**src/design/clock_system_pkg.sv**
```systemverilog
// Constants, types and encodings shared by the main clock selector and prescaler.
// Notes on behaviour
// - With the core clock stopped the core and its memories see no edges.
// - Some external interrupts are caught even while the peripheral clock is stopped.
// - The nonvolatile-controller clock runs whenever the core clock runs.
// - The converter clock is gated on its own, independent of core and peripheral.
// - Every synchronous clock derives from the one main clock of three sources.
// - Select code 00 picks 8 MHz, 01 picks 128 kHz, 10 picks external.
// - During reset the factory calibration byte is copied into the trim register.
// - The 128 kHz oscillator keeps clocking the watchdog whatever source is main.
// - Changing the main source produces no runt pulse on the main clock.
// - After reset the 8 MHz oscillator is the main clock source.
// - After reset the system clock is the main clock divided by 8.
// - The prescaler works with every source and clocks core and peripherals.
// - A prescaler change is glitch-free, no period shorter than old or new.
// - The prescaler is a counter at the main clock rate, not readable.
// - New division is active between T1+T2 and T1+2*T2 after the write; here it applies at the next old active edge, within T1.
// - Exactly two active system clock edges occur in the transition interval.
// - Prescale code n divides by 2**n for 0..8, resets to 0011, rest reserved.
// - Source and prescale writes count only within four instruction cycles of unlock.
package clock_system_pkg;

    // ************************************************************
    // Source codes and pin indices
    // ************************************************************
    localparam logic [1:0] SRC_OSC8 = 2'h0;
    localparam logic [1:0] SRC_OSC128 = 2'h1;
    localparam logic [1:0] SRC_EXT = 2'h2;
    localparam logic [1:0] SRC_RESERVED = 2'h3;
    localparam int PIN_OSC8 = 0;
    localparam int PIN_OSC128 = 1;
    localparam int PIN_EXT = 2;
    localparam int PIN_INT = 3;
    localparam int PIN_COUNT = 4;
    localparam int SRC_COUNT = 3;

    // ************************************************************
    // Prescaler and settings
    // ************************************************************
    localparam int COUNT_WIDTH = 8;
    localparam logic [3:0] PRESCALE_RESET = 4'h3;
    localparam logic [3:0] PRESCALE_MAX = 4'h8;
    localparam logic [3:0] PRESCALE_DIV1 = 4'h0;
    localparam logic [COUNT_WIDTH-1:0] COUNT_ONE = 8'h01;
    localparam logic [COUNT_WIDTH-1:0] COUNT_ZERO = 8'h00;
    localparam logic [2:0] PROTECT_WINDOW = 3'h4;
    localparam logic [2:0] WINDOW_CLOSED = 3'h0;
    localparam logic [2:0] WINDOW_STEP = 3'h1;
    // Unlock signature value is arbitrary
    localparam logic [7:0] PROTECT_SIGNATURE = 8'hA5;
    localparam logic [7:0] TRIM_RESET = 8'h00;

    // ************************************************************
    // Source switch states
    // ************************************************************
    typedef enum logic [1:0] {
        SW_RUN = 2'b00,
        SW_WAIT_LOW = 2'b01,
        SW_WAIT_RISE = 2'b10
    } switch_state_type;

endpackage : clock_system_pkg

```
**src/design/main_clock_select_prescaler.sv**
```systemverilog
// Main clock source selection, system clock prescaler and domain gating.
`timescale 1ns/1ps
module main_clock_select_prescaler (
    // Clock, reset and freeze
    input wire logic clk,
    input wire logic rst,
    input wire logic ce,
    // Oscillator and clock pins
    input wire logic osc8_in,
    input wire logic osc128_in,
    input wire logic external_clock_input,
    // Factory calibration byte
    input wire logic [7:0] calibration_byte,
    // Settings writes
    input wire logic instr_tick,
    input wire logic protect_write,
    input wire logic [7:0] protect_data,
    input wire logic main_clock_write,
    input wire logic [1:0] main_clock_data,
    input wire logic prescale_write,
    input wire logic [3:0] prescale_data,
    input wire logic trim_write,
    input wire logic [7:0] trim_data,
    // Domain run requests
    input wire logic core_run,
    input wire logic periph_run,
    input wire logic conv_run,
    // Asynchronous interrupt pin and flag clear
    input wire logic async_int_pin,
    input wire logic async_int_clear,
    // Clock outputs
    output logic main_clock,
    output logic system_clock,
    output logic core_clock,
    output logic peripheral_clock,
    output logic nonvolatile_ctrl_clock,
    output logic converter_clock,
    output logic wdt_clock,
    // Readback and status
    output logic [7:0] main_clock_settings_reg,
    output logic [7:0] prescale_settings_reg,
    output logic [7:0] oscillator_trim_reg,
    output logic switch_busy,
    output logic async_int_seen
);

    typedef struct packed {
        logic [1:0] main_sel;
        logic [3:0] prescale;
        logic [3:0] active_code;
        logic pending;
        logic [7:0] trim;
        logic [2:0] window;
        logic [clock_system_pkg::COUNT_WIDTH-1:0] cnt;
        logic sys_level;
        logic core_gate;
        logic periph_gate;
        logic conv_gate;
        logic core_clk;
        logic periph_clk;
        logic nvm_clk;
        logic conv_clk;
        logic wdt_clk;
        logic int_seen;
    } top_state_type;

    top_state_type st;
    top_state_type next_st;

    logic [clock_system_pkg::PIN_COUNT-1:0] pins;
    logic [clock_system_pkg::PIN_COUNT-1:0] pin_level;
    logic main_level;
    logic main_rise;
    logic busy;
    logic sys_edge;
    logic unlocked;
    logic [clock_system_pkg::COUNT_WIDTH-1:0] cnt_inc;

    // ************************************************************
    // Pin synchronisers
    // ************************************************************
    assign pins[clock_system_pkg::PIN_OSC8] = osc8_in;
    assign pins[clock_system_pkg::PIN_OSC128] = osc128_in;
    assign pins[clock_system_pkg::PIN_EXT] = external_clock_input;
    assign pins[clock_system_pkg::PIN_INT] = async_int_pin;

    genvar gi;
    generate
        for (gi = 0; gi < clock_system_pkg::PIN_COUNT; gi++) begin : g_sync
            pin_sync u_sync (
                .clk(clk),
                .rst(rst),
                .ce(ce),
                .pin(pins[gi]),
                .level(pin_level[gi])
            );
        end
    endgenerate

    // ************************************************************
    // Source switch
    // ************************************************************
    // one main clock from three sources
    clock_source_switch u_switch (
        .clk(clk),
        .rst(rst),
        .ce(ce),
        .src(pin_level[clock_system_pkg::SRC_COUNT-1:0]),
        .req(st.main_sel),
        .main_level(main_level),
        .main_rise(main_rise),
        .busy(busy),
        .active_src()
    );

    // ************************************************************
    // Prescaler decode
    // ************************************************************
    // low count bits spanned by one period
    function automatic logic [clock_system_pkg::COUNT_WIDTH-1:0] div_mask(input logic [3:0] code);
        div_mask = '0;
        for (int i = 0; i < clock_system_pkg::COUNT_WIDTH; i++) begin
            div_mask[i] = (i < int'(code));
        end
    endfunction : div_mask

    // High for the first half of each divided period
    function automatic logic half_high(input logic [clock_system_pkg::COUNT_WIDTH-1:0] c,
                                       input logic [3:0] code);
        logic [clock_system_pkg::COUNT_WIDTH-1:0] m;
        m = div_mask(code);
        half_high = ((c & m) & ~(m >> 1)) == clock_system_pkg::COUNT_ZERO;
    endfunction : half_high

    // ************************************************************
    // Next state
    // ************************************************************
    always_comb begin
        next_st = st;
        cnt_inc = st.cnt + clock_system_pkg::COUNT_ONE;
        unlocked = st.window != clock_system_pkg::WINDOW_CLOSED;
        // counter advances on each main clock rise
        sys_edge = main_rise && ((cnt_inc & div_mask(st.active_code)) ==
                   clock_system_pkg::COUNT_ZERO);
        if (rst) begin
            next_st = '0;
            next_st.main_sel = clock_system_pkg::SRC_OSC8;
            next_st.prescale = clock_system_pkg::PRESCALE_RESET;
            next_st.active_code = clock_system_pkg::PRESCALE_RESET;
            next_st.trim = calibration_byte;
        end else if (ce) begin
            if (protect_write && protect_data == clock_system_pkg::PROTECT_SIGNATURE) begin
                next_st.window = clock_system_pkg::PROTECT_WINDOW;
            end else if (instr_tick && unlocked) begin
                next_st.window = st.window - clock_system_pkg::WINDOW_STEP;
            end
            if (main_rise) begin
                next_st.cnt = sys_edge ? clock_system_pkg::COUNT_ZERO : cnt_inc;
            end
            // new division taken at an old active edge
            if (sys_edge && st.pending) begin
                next_st.active_code = st.prescale;
                next_st.pending = 1'b0;
            end
            if (main_clock_write && unlocked &&
                main_clock_data != clock_system_pkg::SRC_RESERVED) begin
                next_st.main_sel = main_clock_data;
            end
            if (prescale_write && unlocked && prescale_data <= clock_system_pkg::PRESCALE_MAX) begin
                next_st.prescale = prescale_data;
                next_st.pending = 1'b1;
            end
            if (trim_write) begin
                next_st.trim = trim_data;
            end
            // level restarts high only at active edges
            if (st.active_code == clock_system_pkg::PRESCALE_DIV1 &&
                next_st.active_code == clock_system_pkg::PRESCALE_DIV1) begin
                next_st.sys_level = main_level;
            end else begin
                next_st.sys_level = half_high(next_st.cnt, next_st.active_code);
            end
            // gates change only while system clock low
            if (!next_st.sys_level) begin
                next_st.core_gate = core_run;
                next_st.periph_gate = periph_run;
                next_st.conv_gate = conv_run;
            end
            // core sees no edges when gated
            next_st.core_clk = next_st.sys_level && next_st.core_gate;
            next_st.nvm_clk = next_st.sys_level && next_st.core_gate;
            next_st.periph_clk = next_st.sys_level && next_st.periph_gate;
            next_st.conv_clk = next_st.sys_level && next_st.conv_gate;
            next_st.wdt_clk = pin_level[clock_system_pkg::PIN_OSC128];
            // interrupt caught regardless of gating; set wins
            if (pin_level[clock_system_pkg::PIN_INT]) begin
                next_st.int_seen = 1'b1;
            end else if (async_int_clear) begin
                next_st.int_seen = 1'b0;
            end
        end
    end

    always_ff @(posedge clk) begin
        st <= next_st;
    end

    // ************************************************************
    // Outputs
    // ************************************************************
    assign main_clock = main_level;
    assign system_clock = st.sys_level;
    assign core_clock = st.core_clk;
    assign peripheral_clock = st.periph_clk;
    assign nonvolatile_ctrl_clock = st.nvm_clk;
    assign converter_clock = st.conv_clk;
    assign wdt_clock = st.wdt_clk;
    assign main_clock_settings_reg = {6'h00, st.main_sel};
    assign prescale_settings_reg = {4'h0, st.prescale};
    assign oscillator_trim_reg = st.trim;
    assign switch_busy = busy;
    assign async_int_seen = st.int_seen;
endmodule : main_clock_select_prescaler

```
**src/design/pin_sync.sv**
```systemverilog
// Three-stage synchroniser that accepts a change once stages two and three agree.
`timescale 1ns/1ps
module pin_sync (
    // Clock and control
    input wire logic clk,
    input wire logic rst,
    input wire logic ce,
    // Asynchronous pin and its clean level
    input wire logic pin,
    output logic level
);

    typedef struct packed {
        logic s1;
        logic s2;
        logic s3;
        logic q;
    } sync_state_type;

    sync_state_type st;
    sync_state_type next_st;

    always_comb begin
        next_st = st;
        if (rst) begin
            next_st = '0;
        end else if (ce) begin
            next_st.s1 = pin;
            next_st.s2 = st.s1;
            next_st.s3 = st.s2;
            if (st.s2 == st.s3) begin
                next_st.q = st.s2;
            end
        end
    end

    always_ff @(posedge clk) begin
        st <= next_st;
    end

    assign level = st.q;
endmodule : pin_sync

```
**src/design/clock_source_switch.sv**
```systemverilog
// Glitch-free selector that moves the main clock between the two oscillators and the external clock.
`timescale 1ns/1ps
module clock_source_switch (
    // Clock and control
    input wire logic clk,
    input wire logic rst,
    input wire logic ce,
    // Synchronised source levels and requested source
    input wire logic [2:0] src,
    input wire logic [1:0] req,
    // Main clock
    output logic main_level,
    output logic main_rise,
    output logic busy,
    output logic [1:0] active_src
);

    typedef struct packed {
        clock_system_pkg::switch_state_type state;
        logic [1:0] cur;
        logic [1:0] tgt;
        logic level;
        logic rise;
        logic busy;
    } switch_reg_type;

    switch_reg_type st;
    switch_reg_type next_st;

    function automatic logic pick(input logic [2:0] lv, input logic [1:0] sel);
        pick = (sel == clock_system_pkg::SRC_RESERVED) ? 1'b0 : lv[sel];
    endfunction : pick

    always_comb begin
        next_st = st;
        if (rst) begin
            next_st.state = clock_system_pkg::SW_RUN;
            next_st.cur = clock_system_pkg::SRC_OSC8;
            next_st.tgt = clock_system_pkg::SRC_OSC8;
            next_st.level = 1'b0;
            next_st.rise = 1'b0;
            next_st.busy = 1'b0;
        end else if (ce) begin
            unique case (st.state)
                clock_system_pkg::SW_RUN: begin
                    next_st.level = pick(src, st.cur);
                    // leave old source only while it is low
                    if (req != st.cur && !pick(src, st.cur)) begin
                        next_st.state = clock_system_pkg::SW_WAIT_LOW;
                        next_st.tgt = req;
                        next_st.level = 1'b0;
                    end
                end
                clock_system_pkg::SW_WAIT_LOW: begin
                    next_st.level = 1'b0;
                    if (!pick(src, st.tgt)) begin
                        next_st.state = clock_system_pkg::SW_WAIT_RISE;
                    end
                end
                clock_system_pkg::SW_WAIT_RISE: begin
                    next_st.level = 1'b0;
                    // reconnect on a clean rising edge
                    if (pick(src, st.tgt)) begin
                        next_st.state = clock_system_pkg::SW_RUN;
                        next_st.cur = st.tgt;
                        next_st.level = 1'b1;
                    end
                end
                default: begin
                    next_st.state = clock_system_pkg::SW_RUN;
                    next_st.level = 1'b0;
                end
            endcase
            next_st.rise = next_st.level && !st.level;
            next_st.busy = next_st.state != clock_system_pkg::SW_RUN;
        end
    end

    always_ff @(posedge clk) begin
        st <= next_st;
    end

    assign main_level = st.level;
    assign main_rise = st.rise;
    assign busy = st.busy;
    assign active_src = st.cur;
endmodule : clock_source_switch

```
**config.mk**
```make
export PLATFORM = sky130hd
export DESIGN_NAME = main_clock_select_prescaler
export DESIGN_NICKNAME = d
export VERILOG_FILES = /design/src/design/clock_system_pkg.sv /design/src/design/main_clock_select_prescaler.sv /design/src/design/pin_sync.sv /design/src/design/clock_source_switch.sv
export SDC_FILE = /design/constraint.sdc
export NUM_CORES = 1
export LEC_CHECK = 0
export ABC_CLOCK_PERIOD_IN_PS = 3950
export BUFFER_PORTS_ARGS = -buffer_cell sky130_fd_sc_hd__buf_2
export CORE_UTILIZATION = 45
export CTS_BUF_LIST = sky130_fd_sc_hd__clkbuf_4
export DETAILED_ROUTE_END_ITERATION = 8
export PLACE_DENSITY_LB_ADDON = 0.12
export SLEW_MARGIN = 15
export SYNTH_ARGS = -nofsm -noshare
export SYNTH_HDL_FRONTEND = slang
export SYNTH_SLANG_ARGS = --single-unit
```
**constraint.sdc**
```tcl
create_clock -name clk -period 3.95 [get_ports clk]
set_clock_uncertainty 0.2 [all_clocks]
set_input_delay 0.395 -clock clk [delete_from_list [all_inputs] [get_ports clk]]
set_output_delay 0.395 -clock clk [all_outputs]
set_load 0.02 [all_outputs]
```
Word-level counts from Yosys, hierarchy flattened. Cells that the tools add are included.

Bits in registers: 64. Word-level logic and storage cells: 152.

Add/sub/neg operators: 2. $lt $le $gt $ge: 19. Eq/ne operators: 12. Muxes and demuxes: 38. Bitwise operators: 4. Reduce and logical (&&, ||, !) cells: 39.

Operators by type and width (number): $mux 29 (2); $mux 8 (5); $lt 3x4->1 const A (8); $and 8x8->8 (3); $reduce_and 2->1 (10); $logic_not 8->1 (2); $lt 1x4->1 const A (4); $lt 2x4->1 const A (4); $mux 3 (5); $mux 5 (3); $logic_and 1x1->1 (14); $mux 1 (14); $reduce_bool 2->1 (5); $add 8x1->8 const B (1); $eq 8x8->1 const B (1); $logic_not 4->1 (2); $mux 2 (4); $not 7->8 (1); $eq 2x2->1 const B (3); $lt 2x3->1 const B (2); $pmux 2 s3 (1); $reduce_and 3->1 (2); $bmux 1 s2 (2); $eq 1x1->1 (4); 11 further kinds (12).

Depth between registers and ports, before layout. Gate-level depths: netlist of the first run.

Word-level depth: 21. Gate-level depth with buffers: 13. Mapped depth without buffers: 10.

Hierarchy. A second synthesis of the first run with hierarchy kept.

Cells, all modules: 412. Area, all modules: 3782.4 um2.

By module, submodules not included: main_clock_select_prescaler (times used 1, cells each 290, area an instance 2577.5 um2); pin_sync (times used 4, cells each 16, area an instance 171.4 um2); clock_source_switch (times used 1, cells each 58, area an instance 519.2 um2).

Worst setup path after synthesis of the first run. OpenSTA, ideal clock, no wires.

Path type: reg2reg. Start: register st[10] (netlist bit). End: register st[6] (netlist bit). Library setup time: 0.118 ns. Arrival: 2.613 ns. Required time: 3.632 ns. Slack: 1.019 ns. Stages on the path, launching flop included: 14. Path buffers: 3. Path through: dfxtp_1 > ha_1 > buf_2 > nand2_1 > xnor2_1 > a211o_1 > nor4_4 > and2_1 > buf_4 > mux2i_1 > o21ai_1 > a221o_1 > buf_6 > mux2i_1.

Longest elaborated chain between the ends: 18.

Ends and longest elaborated chain: start: declaration (RTL line main_clock_select_prescaler.sv:67) `top_state_type st;`; start signal: assignment (RTL line main_clock_select_prescaler.sv:205) `st <= next_st;`; $add 8x1->8 (RTL line main_clock_select_prescaler.sv:140) `cnt_inc = st.cnt + clock_system_pkg::COUNT_ONE;`; $and 8x8->8 (RTL line main_clock_select_prescaler.sv:143) `sys_edge = main_rise && ((cnt_inc & div_mask(st.active_code)) ==`; $logic_not 8->1 (RTL line main_clock_select_prescaler.sv:143); $logic_and 1x1->1 (RTL line main_clock_select_prescaler.sv:143); $logic_and 1x1->1 (RTL line main_clock_select_prescaler.sv:161) `if (sys_edge && st.pending) begin`; $mux 5 (RTL line main_clock_select_prescaler.sv:161); $mux 5 (RTL line main_clock_select_prescaler.sv:151) `end else if (ce) begin`; $mux 5 (RTL line main_clock_select_prescaler.sv:145) `if (rst) begin`; [... 2 more ...]; $and 8x8->8 (RTL line main_clock_select_prescaler.sv:132) `half_high = ((c & m) & ~(m >> 1)) == clock_system_pkg::COUNT_ZERO;`; $logic_not 8->1 (RTL line main_clock_select_prescaler.sv:132); $mux 1 * (RTL line main_clock_select_prescaler.sv:177) `if (st.active_code == clock_system_pkg::PRESCALE_DIV1 &&`; $mux 1 * (RTL line main_clock_select_prescaler.sv:151); $mux 1 * (RTL line main_clock_select_prescaler.sv:145); $mux 3 * (RTL line main_clock_select_prescaler.sv:184) `if (!next_st.sys_level) begin`; $mux 3 * (RTL line main_clock_select_prescaler.sv:151); $mux 3 * (RTL line main_clock_select_prescaler.sv:145).

Every way passes the cells marked *; elsewhere a longest branch is shown, timed or not. The select of a mux whose other input is x is not followed. A chain may end at the register's enable or synchronous reset.

Worst setup path in the final report of the first run.
Start: register st[10] (netlist bit). End: register st[8] (netlist bit).

The elaborated chain is that of the path after synthesis.

==> flow_metrics.env, run 1 <==
export IMPL_setup_viol=0
export IMPL_grt_pass1_vias=2488
export IMPL_fp_dieW_um=88.6
export IMPL_path_cells="ha_1, nand2_1, xnor2_1, a211o_1, nor4_4, and2_1, nor3_1, nor4_1, a221o_1, mux2i_1"
export IMPL_crit_required_ps=4080
export IMPL_tns_ps=0
export IMPL_cts_sinks=64
export IMPL_start_util=0.466
export IMPL_ys_seq_area_frac=0.403
export IMPL_crit_arrival_ps=3440
export IMPL_port_buffers=68
export IMPL_fin_crit_sh=0.840
export IMPL_drv_slew=0
export IMPL_cts_tree="done"
export IMPL_critPathCaptureType="flop"
export IMPL_r2r_end="st[8]$_SDFFE_PP0P_"
export IMPL_insertedDiodeCount=0
export IMPL_hold_viol=0
export IMPL_r2r_slack_ps=630
export IMPL_syn_to_final_growth_pct=11.4
export IMPL_cts_resized=0
export IMPL_place_hpwl_mm=4.90
export IMPL_cp_depth=10
export IMPL_status="completed"
export IMPL_ys_seq_elements=64
export IMPL_fin_hold_ws_ps=19.1
export IMPL_grt_max_degree=46
export IMPL_slowest_delay_ps=490
export IMPL_avgSynthCellArea_sq_um=8.80
export IMPL_slowest_stage="dfxtp_1"
export IMPL_ant_nets=0
export IMPL_maxSlewHeadroom=0.502
export IMPL_cp_max_fo=9
export IMPL_drive_gt1_frac=0.226
export IMPL_htreeDepth=3
export IMPL_globalRouteOverflowTotal=0
export IMPL_cts_clk_slew_worst_paths_ps=120
export IMPL_core_area_sq_mm=0.00725
export IMPL_cellLeakagePower_nw=1.57
export IMPL_yosys_warnings=0
export IMPL_cp_start_kind="flop"
export IMPL_irDropWorstVdd_v=0.000210
export IMPL_syn_inst=384
export IMPL_path_buf_inv=0
export IMPL_remaining_drc_errors=0
export IMPL_fin_nets=474
export IMPL_synth_cell_type_count=52
export IMPL_fin_crit_ps=3320
export IMPL_synth_edff_count=8
export IMPL_cts_root_buf="clkbuf_4"
export IMPL_power_w=0.00130
export IMPL_synthFlopType="dfxtp_1"
export IMPL_min_path_cells=3
export IMPL_crit_family="simple AND/OR/NAND/NOR gates"
export IMPL_rows=31
export IMPL_io_pins=79
export IMPL_path_class="reg2reg"
export IMPL_reg2reg_from="st[10]$_SDFFE_PP0P_"
export IMPL_drt_pass1_iterations=5
export IMPL_min_to="g_sync[1].u_sync.st[3]$_SDFFE_PP0P_"
export IMPL_vias_per_cell=5.26
export IMPL_worst_slew_pin_slew_ps=747
export IMPL_maxCapViolations=0
export IMPL_antenna_found_initial=0
export IMPL_drt_total_wl_mm=7.03
export IMPL_fmax_ghz=0.301
export IMPL_netlist_area_sq_mm=0.00338
export IMPL_r2r_cells=10
export IMPL_dieArea_sq_mm=0.00786
export IMPL_rsz0062_at_grt="no"
export IMPL_drt_iter0_markers=99
export IMPL_hp_start="osc128_in"
export IMPL_vias=2784
export IMPL_largest_reg_flops=19
export IMPL_p_per_area_mw_per_mm2=344
export IMPL_routabilityCongestion=0.852
export IMPL_clk_latency_ps=400
export IMPL_cts_buffer_depth=2
export IMPL_final_util=0.519
export IMPL_grt_pass1_wl_mm=11.4
export IMPL_numCtsBuffers=9
export IMPL_chipHeight_um=88.6
export IMPL_ys_async_sr_fraction=0
export IMPL_grt_use_total=0.188
export IMPL_hold_path_class="in2reg"
export IMPL_wire_per_inst_um=13.3
==> cells in the final DEF, fill, tap and decap left out, types with 5 or more instances in the layout <==
cell,instances
nand4_1,5
edfxtp_1,8
mux2i_1,32
buf_2,68
o21ai_0,15
nand2b_1,9
clkbuf_4,10
nand3_1,7
xnor2_1,8
a211o_1,5
dfxtp_1,56
nor2b_1,5
and3_1,5
a21oi_1,20
inv_1,9
a22o_1,7
a21o_1,5
nor3_1,9
conb_1,10
nor2_1,49
nand2_1,29
==> per-stage QoR <==
stage / worst slack (ps) / instances / instance area [sq um]
final: 633 / 529 / 3760
after global routing: 351 / 529 / 3760
after CTS: 633 / 529 / 3760
after detailed placement: 689 / 512 / 3590
after global placement: 761 / 512 / 3590
after floorplan: 1020 / 393 / 3410
==> cells by family (layout without fill, tap and decap cells) <==
group | count (synthesis) | after routing | synth area share
mux | 33 | 33 | 0.0981
buf+inv | 61 | 98 | 0.103
other cells | 1 | 10 | 0.00111
compound gates | 74 | 74 | 0.145
xor+xnor | 11 | 11 | 0.0285
simple gates | 137 | 137 | 0.210
flops | 64 | 64 | 0.403
fa+ha+maj | 3 | 3 | 0.0111
==> report_power, final <==
group          leakage, nW  internal [W]  switching, W
logic                0.948     0.0000414     0.0000663
clock network       0.0901      0.000262      0.000245
registers            0.533      0.000675    0.00000577
==> synthesized netlist by cell type, types with 3 or more instances <==
library cell	number	area, sq um
a211o_1	5	43.8
a21o_1	5	37.5
a21oi_1	20	100
a22o_1	7	61.3
and3_1	5	31.3
buf_2	4	20.0
buf_4	26	195
clkbuf_1	18	67.6
dfxtp_1	56	1120
edfxtp_1	8	240
ha_1	3	37.5
inv_1	9	33.8
mux2i_1	32	320
nand2_1	29	109
nand2b_1	9	56.3
nand3_1	7	35.0
nand4_1	5	31.3
nor2_1	49	184
nor2b_1	5	31.3
nor3_1	9	45.0
nor3_2	4	40.0
o21ai_0	15	75.1
o22ai_1	4	25.0
xnor2_1	8	70.1
xor2_1	3	26.3
==> what timing repair did <==
item	in CTS	in global routing
endpoints found under the hold margin	1	0
setup buffers	0	0
hold buffers	1	0
==> area by class of cell <==
class	count	area [sq um]
Timing Repair Buffer	73	380
Sequential cell	64	1360
Tap cell	99	124
Inverter	9	33.8
Fill cell	718	3490
Multi-Input combinational cell	268	1700
Clock buffer	10	75.1
Clock inverter	6	83.8
==> per-layer routing <==
layer / wire length (um) / up-vias / track usage
met5: 0 / - / 0
met4: 99 / 0 / 0.0792
met3: 298 / 10 / 0.0420
met2: 3450 / 68 / 0.307
met1: 3180 / 1310 / 0.240
li1: - / 1396 / -
==> tightest hold or removal path: cells and delay by family <==
family                 cells  cell delay [ps]
and+or+nand+nor            1               70
muxes                      1               50
buffers and inverters      1               70
==> how the worst max path moves through the flow <==
stage	endpoint	slack, ps	start
final	st[8]$_SDFFE_PP0P_	630	st[10]$_SDFFE_PP0P_
after global routing	st[7]$_SDFFE_PP0P_	350	st[10]$_SDFFE_PP0P_
after CTS	st[7]$_SDFFE_PP0P_	630	st[10]$_SDFFE_PP0P_
after detailed placement	st[7]$_SDFFE_PP0P_	690	st[10]$_SDFFE_PP0P_
after global placement	st[8]$_SDFFE_PP0P_	760	st[10]$_SDFFE_PP0P_
after floorplan	st[6]$_SDFFE_PP0P_	1020	st[10]$_SDFFE_PP0P_
No activity file was read; power rests on OpenSTA's default activity.
==> inputs of run 2 (changes only) <==
- ABC_AREA: unset -> 1
- ABC_CLOCK_PERIOD_IN_PS: 3950 -> 3000
- clock period: 3.95 -> 3 ns (I/O delays scaled with it)
==> run 2 against run 1 <==
Die area up 1.3%; power up 28%; core utilization up 5.2 points; via count up 14%; maximum frequency up 25%; count of clock-buffer cells in the layout unchanged; critical path type unchanged; largest cell class unchanged.
==> flow_metrics.env, run 2 <==
export IMPL_status="completed"
export IMPL_antenna_found_initial=0
export IMPL_cellLeakagePower_nw=1.84
export IMPL_p_per_area_mw_per_mm2=398
export IMPL_netSwitchingPower_w=0.000431
export IMPL_crit_top_cell="nand2_1"
export IMPL_path_class="reg2reg"
export IMPL_vias=3182
export IMPL_netlist_area_sq_mm=0.00342
export IMPL_slowest_delay_ps=390
export IMPL_largest_reg_flops=19
export IMPL_p_clk_frac=0.357
export IMPL_grt_use_total=0.219
export IMPL_maxSlewHeadroom=0.617
export IMPL_cts_buffer_depth=2
export IMPL_power_frac_seq=0.540
export IMPL_sw_frac_of_total=0.260
export IMPL_routabilityCongestion=0.912
export IMPL_dpl_worst_slack_ps=308
export IMPL_synthTopCellsByCount="nand2_1, dfxtp_1, inv_1, o21ai_0, nor2_1"
export IMPL_wire_per_inst_um=12.6
export IMPL_fin_crit_ps=2640
export IMPL_cp_max_fo=8
export IMPL_synth_cell_type_count=41
export IMPL_fin_crit_sh=0.881
export IMPL_grt_max_degree=30
export IMPL_tns_ps=0
export IMPL_combPwrFrac=0.102
export IMPL_synthFlopType="dfxtp_1"
export IMPL_ys_async_sr_fraction=0
export IMPL_ys_seq_elements=64
export IMPL_r2r_end="st[7]$_SDFFE_PP0P_"
export IMPL_remaining_drc_errors=0
export IMPL_synth_edff_count=8
export IMPL_cp_start_kind="flop"
export IMPL_maxCapViolations=0
export IMPL_hold_viol=0
export IMPL_drt_pass1_iterations=4
export IMPL_syn_inst=457
export IMPL_cts_clk_slew_worst_paths_ps=110
export IMPL_numCtsBuffers=9
export IMPL_rsz0062_at_grt="no"
export IMPL_crit_required_ps=3110
export IMPL_nFillCells=737
export IMPL_critPathCaptureType="flop"
export IMPL_worst_slew_pin_slew_ps=574
export IMPL_final_util=0.571
export IMPL_hp_start="main_clock_write"
export IMPL_clk_latency_ps=400
export IMPL_r2r_slack_ps=360
export IMPL_ys_seq_area_frac=0.398
export IMPL_place_hpwl_mm=5.73
export IMPL_path_cells="ha_1, nand3_1, nor2_1, nand2_1, nand3_1, nand2_1, clkinv_4, nand4_4, nand2_2, nand2_4, nor2_2, inv_1, nand3_2, nand2_2, nor2_4, nand3_4, nand2_4, nand2_1, nand2_1, nor2_1"
export IMPL_htreeDepth=3
export IMPL_synth_top_area_frac=0.327
export IMPL_fin_nets=592
export IMPL_crit_arrival_ps=2760
export IMPL_grt_pass1_wl_mm=13.1
export IMPL_internal_power_w=0.00123
export IMPL_drv_slew=0
export IMPL_start_util=0.470
export IMPL_chipHeight_um=89.2
export IMPL_synth_largest_area_cell="dfxtp_1"
export IMPL_vias_per_cell=4.92
export IMPL_port_buffers=68
export IMPL_min_path_cells=4
export IMPL_fmax_ghz=0.378
export IMPL_slowest_stage="dfxtp_1"
export IMPL_hold_path_class="in2reg"
export IMPL_avgSynthCellArea_sq_um=7.49
export IMPL_globalRouteOverflowTotal=0
export IMPL_cts_tree="done"
export IMPL_drt_total_wl_mm=8.17
export IMPL_post_cts_buffers=0
export IMPL_final_cell_mix="nand2_1, buf_2, dfxtp_1"
export IMPL_drive_gt1_frac=0.224
export IMPL_r2r_cells=20
export IMPL_final_common_cell="nand2_1"
export IMPL_fp_dieW_um=89.2
export IMPL_setup_slack_ps=356
export IMPL_ant_nets=0
export IMPL_cts_root_buf="clkbuf_4"
export IMPL_synth_area_leaders="dfxtp_1, nand2_1, edfxtp_1, o21ai_0, buf_4"
export IMPL_grt_pass1_vias=2934
export IMPL_drt_iter0_markers=152
export IMPL_insertedDiodeCount=0
export IMPL_synth_most_common_cell="nand2_1"
export IMPL_cts_sinks=64
export IMPL_irDropWorstVdd_v=0.000281
export IMPL_setup_viol=0
export IMPL_rows=31
export IMPL_dieArea_sq_mm=0.00796
export IMPL_syn_to_final_growth_pct=21.5
export IMPL_reg2reg_from="st[10]$_SDFFE_PP0P_"
export IMPL_io_pins=79
export IMPL_min_to="main_clock_settings_reg[1]$_SDFFE_PP0P_"
export IMPL_core_area_sq_mm=0.00729
export IMPL_yosys_warnings=0
## run 2: cell count changes after synthesis, sizes merged, moves of 10 or more
cell | previous run | this run
nand2 | 29 | 116
inv | 9 | 52
mux2i | 32 | 0
o21ai | 17 | 43
nand3 | 7 | 20
nand4 | 5 | 15
nor3 | 13 | 3
## run 2: logic make-up after synthesis
logic type               synth area share
AO/OA/AOI/OAI                       0.173
buffers and inverters               0.130
AND/OR/NAND/NOR                     0.282
other                             0.00110
flip-flops                          0.398
XOR/XNOR                          0.00512
adder cells (fa/ha/maj)            0.0110
## run 2: worst max-delay path by stage
stage	startpoint	cells past startpoint	endpoint
floorplan	st[11]$_SDFFE_PP0P_	18	st[6]$_SDFFE_PP0P_
CTS	st[11]$_SDFFE_PP0P_	20	st[8]$_SDFFE_PP0P_
global placement	st[11]$_SDFFE_PP0P_	20	st[7]$_SDFFE_PP0P_
global route	st[10]$_SDFFE_PP0P_	20	st[6]$_SDFFE_PP0P_
finish	st[10]$_SDFFE_PP0P_	20	st[7]$_SDFFE_PP0P_
detailed placement	st[11]$_SDFFE_PP0P_	20	st[8]$_SDFFE_PP0P_
## run 2: stage by stage
step           total power (W)  instance area (sq um)  hold slack, ps  cells
2_1_floorplan          0.00102                   3460             213    466
3_3_place_gp           0.00105                   3720             245    601
3_5_place_dp           0.00105                   3720             255    601
4_1_cts                0.00167                   4160            63.7    647
5_1_grt                0.00173                   4160             113    647
6_report               0.00166                   4160            89.7    647
## run 2: worst max-delay path: cells and delay by family, from the launching register on
family | cells | cell delay [ps]
buf+inv | 2 | 180
flops | 1 | 390
fa+ha+maj | 1 | 230
simple gates | 17 | 1540
## run 2: per-layer routing
layer,global-route usage,share of wire
met4,0.111,0.022
met1,0.284,0.47
met5,0,0
met2,0.353,0.46
met3,0.0369,0.041
## run 2: repair_timing
| item | in CTS | in global routing |
|---|---|---|
| hold buffers | 30 | 0 |
| endpoints found under the setup margin | 0 | 3 |
| endpoints found under the hold margin | 22 | 0 |
| resized for setup | 0 | 1 |
## run 2: final cells by class
cell class / count / area [sq um] / area share
multi-input cells: 311 / 1650 / 0.397
flip-flops and latches: 64 / 1360 / 0.328
repair buffers: 103 / 678 / 0.163
inverters: 54 / 208 / 0.0499
well taps: 99 / 124 / 0.0298
clock buffers: 10 / 75.1 / 0.0180
clock inverters: 6 / 61.3 / 0.0147
## run 2: power groups by stage
stage	logic [W]	clock network, W	registers, W
6_report	0.000170	0.000592	0.000895
5_1_grt	0.000187	0.000648	0.000899
4_1_cts	0.000170	0.000607	0.000896
3_5_place_dp	0.000136	0	0.000915
3_3_place_gp	0.000135	0	0.000915
2_1_floorplan	0.000102	0	0.000915
==> inputs of run 3 (changes only) <==
- ABC_CLOCK_PERIOD_IN_PS: 3000 -> 2300
- clock period: 3 -> 2.3 ns (I/O delays scaled with it)
==> run 3 against run 2 <==
The run now ends with negative setup slack left; design area is 16% higher; global-route usage is 2.2 points higher; final cell count rose by 9.1%; worst hold slack lost 75 ps; worst setup slack lost 580 ps; clock power is 13% higher; combinational power is 39% higher; sequential cell count unchanged; count of clock-buffer cells in the layout is 1 lower; non-clock buffer count grew 59; register-to-register slack worse by 580 ps; critical endpoint is now peripheral_clock$_SDFFE_PP0P_.
==> flow_metrics.env, run 3 (synthesis results as in run 2) <==
export IMPL_status="complete, but fails checks"
export IMPL_violations="negative setup slack"
export IMPL_insertedDiodeCount=0
export IMPL_remaining_drc_errors=0
export IMPL_start_util=0.470
export IMPL_grt_pass1_wl_mm=14.5
export IMPL_crit_arrival_ps=2680
export IMPL_grt_pass1_vias=3277
export IMPL_cp_max_fo=7
export IMPL_ant_nets=0
export IMPL_drt_pass1_iterations=4
export IMPL_dieArea_sq_mm=0.00796
export IMPL_antenna_found_initial=0
export IMPL_globalRouteOverflowTotal=0
export IMPL_critPathCaptureType="flop"
export IMPL_path_cells="buf_6, nand2_2, nor2_4, nand2_2, nand2_2, nand3_2, nand2_2, clkinv_4, buf_4, nand4_1, nand2_2, nor2_4, inv_2, nand3_2, nand2_2, nor2_4, nand3_4, buf_4, o21ai_0"
export IMPL_vias=3513
export IMPL_cellLeakagePower_nw=2.18
export IMPL_crit_top_cell="nand2_2"
export IMPL_critPathLaunch="st[11]$_SDFFE_PP0P_"
export IMPL_vias_per_cell=4.98
export IMPL_setup_viol=7
export IMPL_htreeDepth=3
export IMPL_hold_viol=0
export IMPL_rsz0062_at_grt="yes"
export IMPL_fin_crit_ps=2530
export IMPL_grt_use_total=0.241
export IMPL_chipHeight_um=89.2
export IMPL_dpl_worst_slack_ps=-295
export IMPL_irDropWorstVdd_v=0.000290
export IMPL_grt_max_degree=17
export IMPL_cp_depth=19
export IMPL_cp_start_kind="flop"
export IMPL_final_cell_mix="nand2_1, buf_2, buf_4"
export IMPL_cts_clk_slew_worst_paths_ps=120
export IMPL_io_pins=79
export IMPL_nFillCells=649
export IMPL_drt_iter0_markers=112
export IMPL_fin_crit_sh=1.10
export IMPL_setup_slack_ps=-229
export IMPL_drive_gt1_frac=0.357
export IMPL_power_w=0.00207
export IMPL_path_buf_inv=5
export IMPL_r2r_end="peripheral_clock$_SDFFE_PP0P_"
export IMPL_fmax_ghz=0.395
export IMPL_place_inst=638
export IMPL_place_hpwl_mm=6.20
export IMPL_clk_latency_ps=420
export IMPL_hp_start="ce"
export IMPL_cts_sinks=64
export IMPL_crit_family="simple AND/OR/NAND/NOR gates"
export IMPL_endpoint="peripheral_clock$_SDFFE_PP0P_"
export IMPL_wire_per_inst_um=13.1
export IMPL_final_common_cell="nand2_1"
export IMPL_slowest_delay_ps=380
export IMPL_cts_buffer_depth=2
export IMPL_crit_required_ps=2450
export IMPL_cts_root_buf="clkbuf_4"
export IMPL_final_cells=706
export IMPL_largest_reg_flops=19
export IMPL_r2r_cells=19
export IMPL_r2r_slack_ps=-230
export IMPL_fp_dieW_um=89.2
export IMPL_slowest_stage="dfxtp_4"
export IMPL_reg2reg_from="st[11]$_SDFFE_PP0P_"
export IMPL_drt_total_wl_mm=9.26
export IMPL_path_class="reg2reg"
export IMPL_port_buffers=68
export IMPL_numCtsBuffers=9
export IMPL_rows=31
export IMPL_core_area_sq_mm=0.00729
export IMPL_syn_to_final_growth_pct=40.6
export IMPL_cts_tree="done"
export IMPL_drv_slew=0
export IMPL_maxCapViolations=0
export IMPL_fin_nets=651
export IMPL_p_per_area_mw_per_mm2=430
export IMPL_routabilityCongestion=0.905
export IMPL_hold_path_class="in2reg"
## run 3: worst min path at each step
stage / endpoint / slack, ps / depth (start not counted)
6_report: system_clock$_SDFFE_PP0P_ / 10 / 3
3_3_place_gp: g_sync[0].u_sync.st[3]$_SDFFE_PP0P_ / 230 / 3
4_1_cts: system_clock$_SDFFE_PP0P_ / 10 / 3
2_1_floorplan: g_sync[0].u_sync.st[3]$_SDFFE_PP0P_ / 140 / 2
5_1_grt: system_clock$_SDFFE_PP0P_ / 9 / 3
3_5_place_dp: g_sync[1].u_sync.st[3]$_SDFFE_PP0P_ / 240 / 3
## run 3: worst reg2reg max path, stage by stage, from the launching register on
cell	delay [ps]
dfxtp_4	380
buf_6	100
nand2_2	60
nor2_4	180
nand2_2	80
nand2_2	80
nand3_2	60
nand2_2	100
clkinv_4	110
buf_4	150
nand4_1	100
nand2_2	100
nor2_4	140
inv_2	40
nand3_2	50
nand2_2	60
nor2_4	120
nand3_4	90
buf_4	150
o21ai_0	120
## run 3: cell type report
type / instances / area (sq um) / share of cell area
Clock buffer: 9 / 67.6 / 0.0140
Clock inverter: 7 / 47.5 / 0.00988
Inverter: 54 / 208 / 0.0431
Multi-Input combinational cell: 311 / 1840 / 0.382
Sequential cell: 64 / 1370 / 0.285
Tap cell: 99 / 124 / 0.0257
Timing Repair Buffer: 162 / 1150 / 0.240
## run 3: stage by stage
step	setup TNS [ps]	instance area [sq um]	hold slack, ps	utilization
2_1_floorplan	-98.7	3500	143	-
3_3_place_gp	-1090	4040	235	0.554
3_5_place_dp	-1420	4040	239	0.554
4_1_cts	-1330	4680	9.94	0.642
5_1_grt	-2380	4810	8.60	0.660
6_report	-1480	4810	15.0	0.660
## run 3: repair_timing
action | CTS | global route
hold buffers | 34 | 0
setup buffers | 14 | 4
pin swaps | 23 | 10
setup endpoints to repair | 7 | 19
hold endpoints to repair | 31 | 0
gates resized for setup | 26 | 29
## run 3: power breakdown
| group | leakage (nW) | switching (W) | total [W] | internal [W] |
|---|---|---|---|---|
| Combinational | 1.58 | 0.000126 | 0.000236 | 0.000109 |
| Clock | 0.0637 | 0.000449 | 0.000670 | 0.000221 |
| Sequential | 0.536 | 0.00000943 | 0.00117 | 0.00116 |
| Total | 2.18 | 0.000585 | 0.00207 | 0.00149 |
## run 3: layer usage
| layer | GRT usage | routed length [um] |
|---|---|---|
| met5 | 0 | 0 |
| met4 | 0.0967 | 260 |
| met3 | 0.0508 | 538 |
| met2 | 0.408 | 4520 |
| met1 | 0.299 | 3950 |
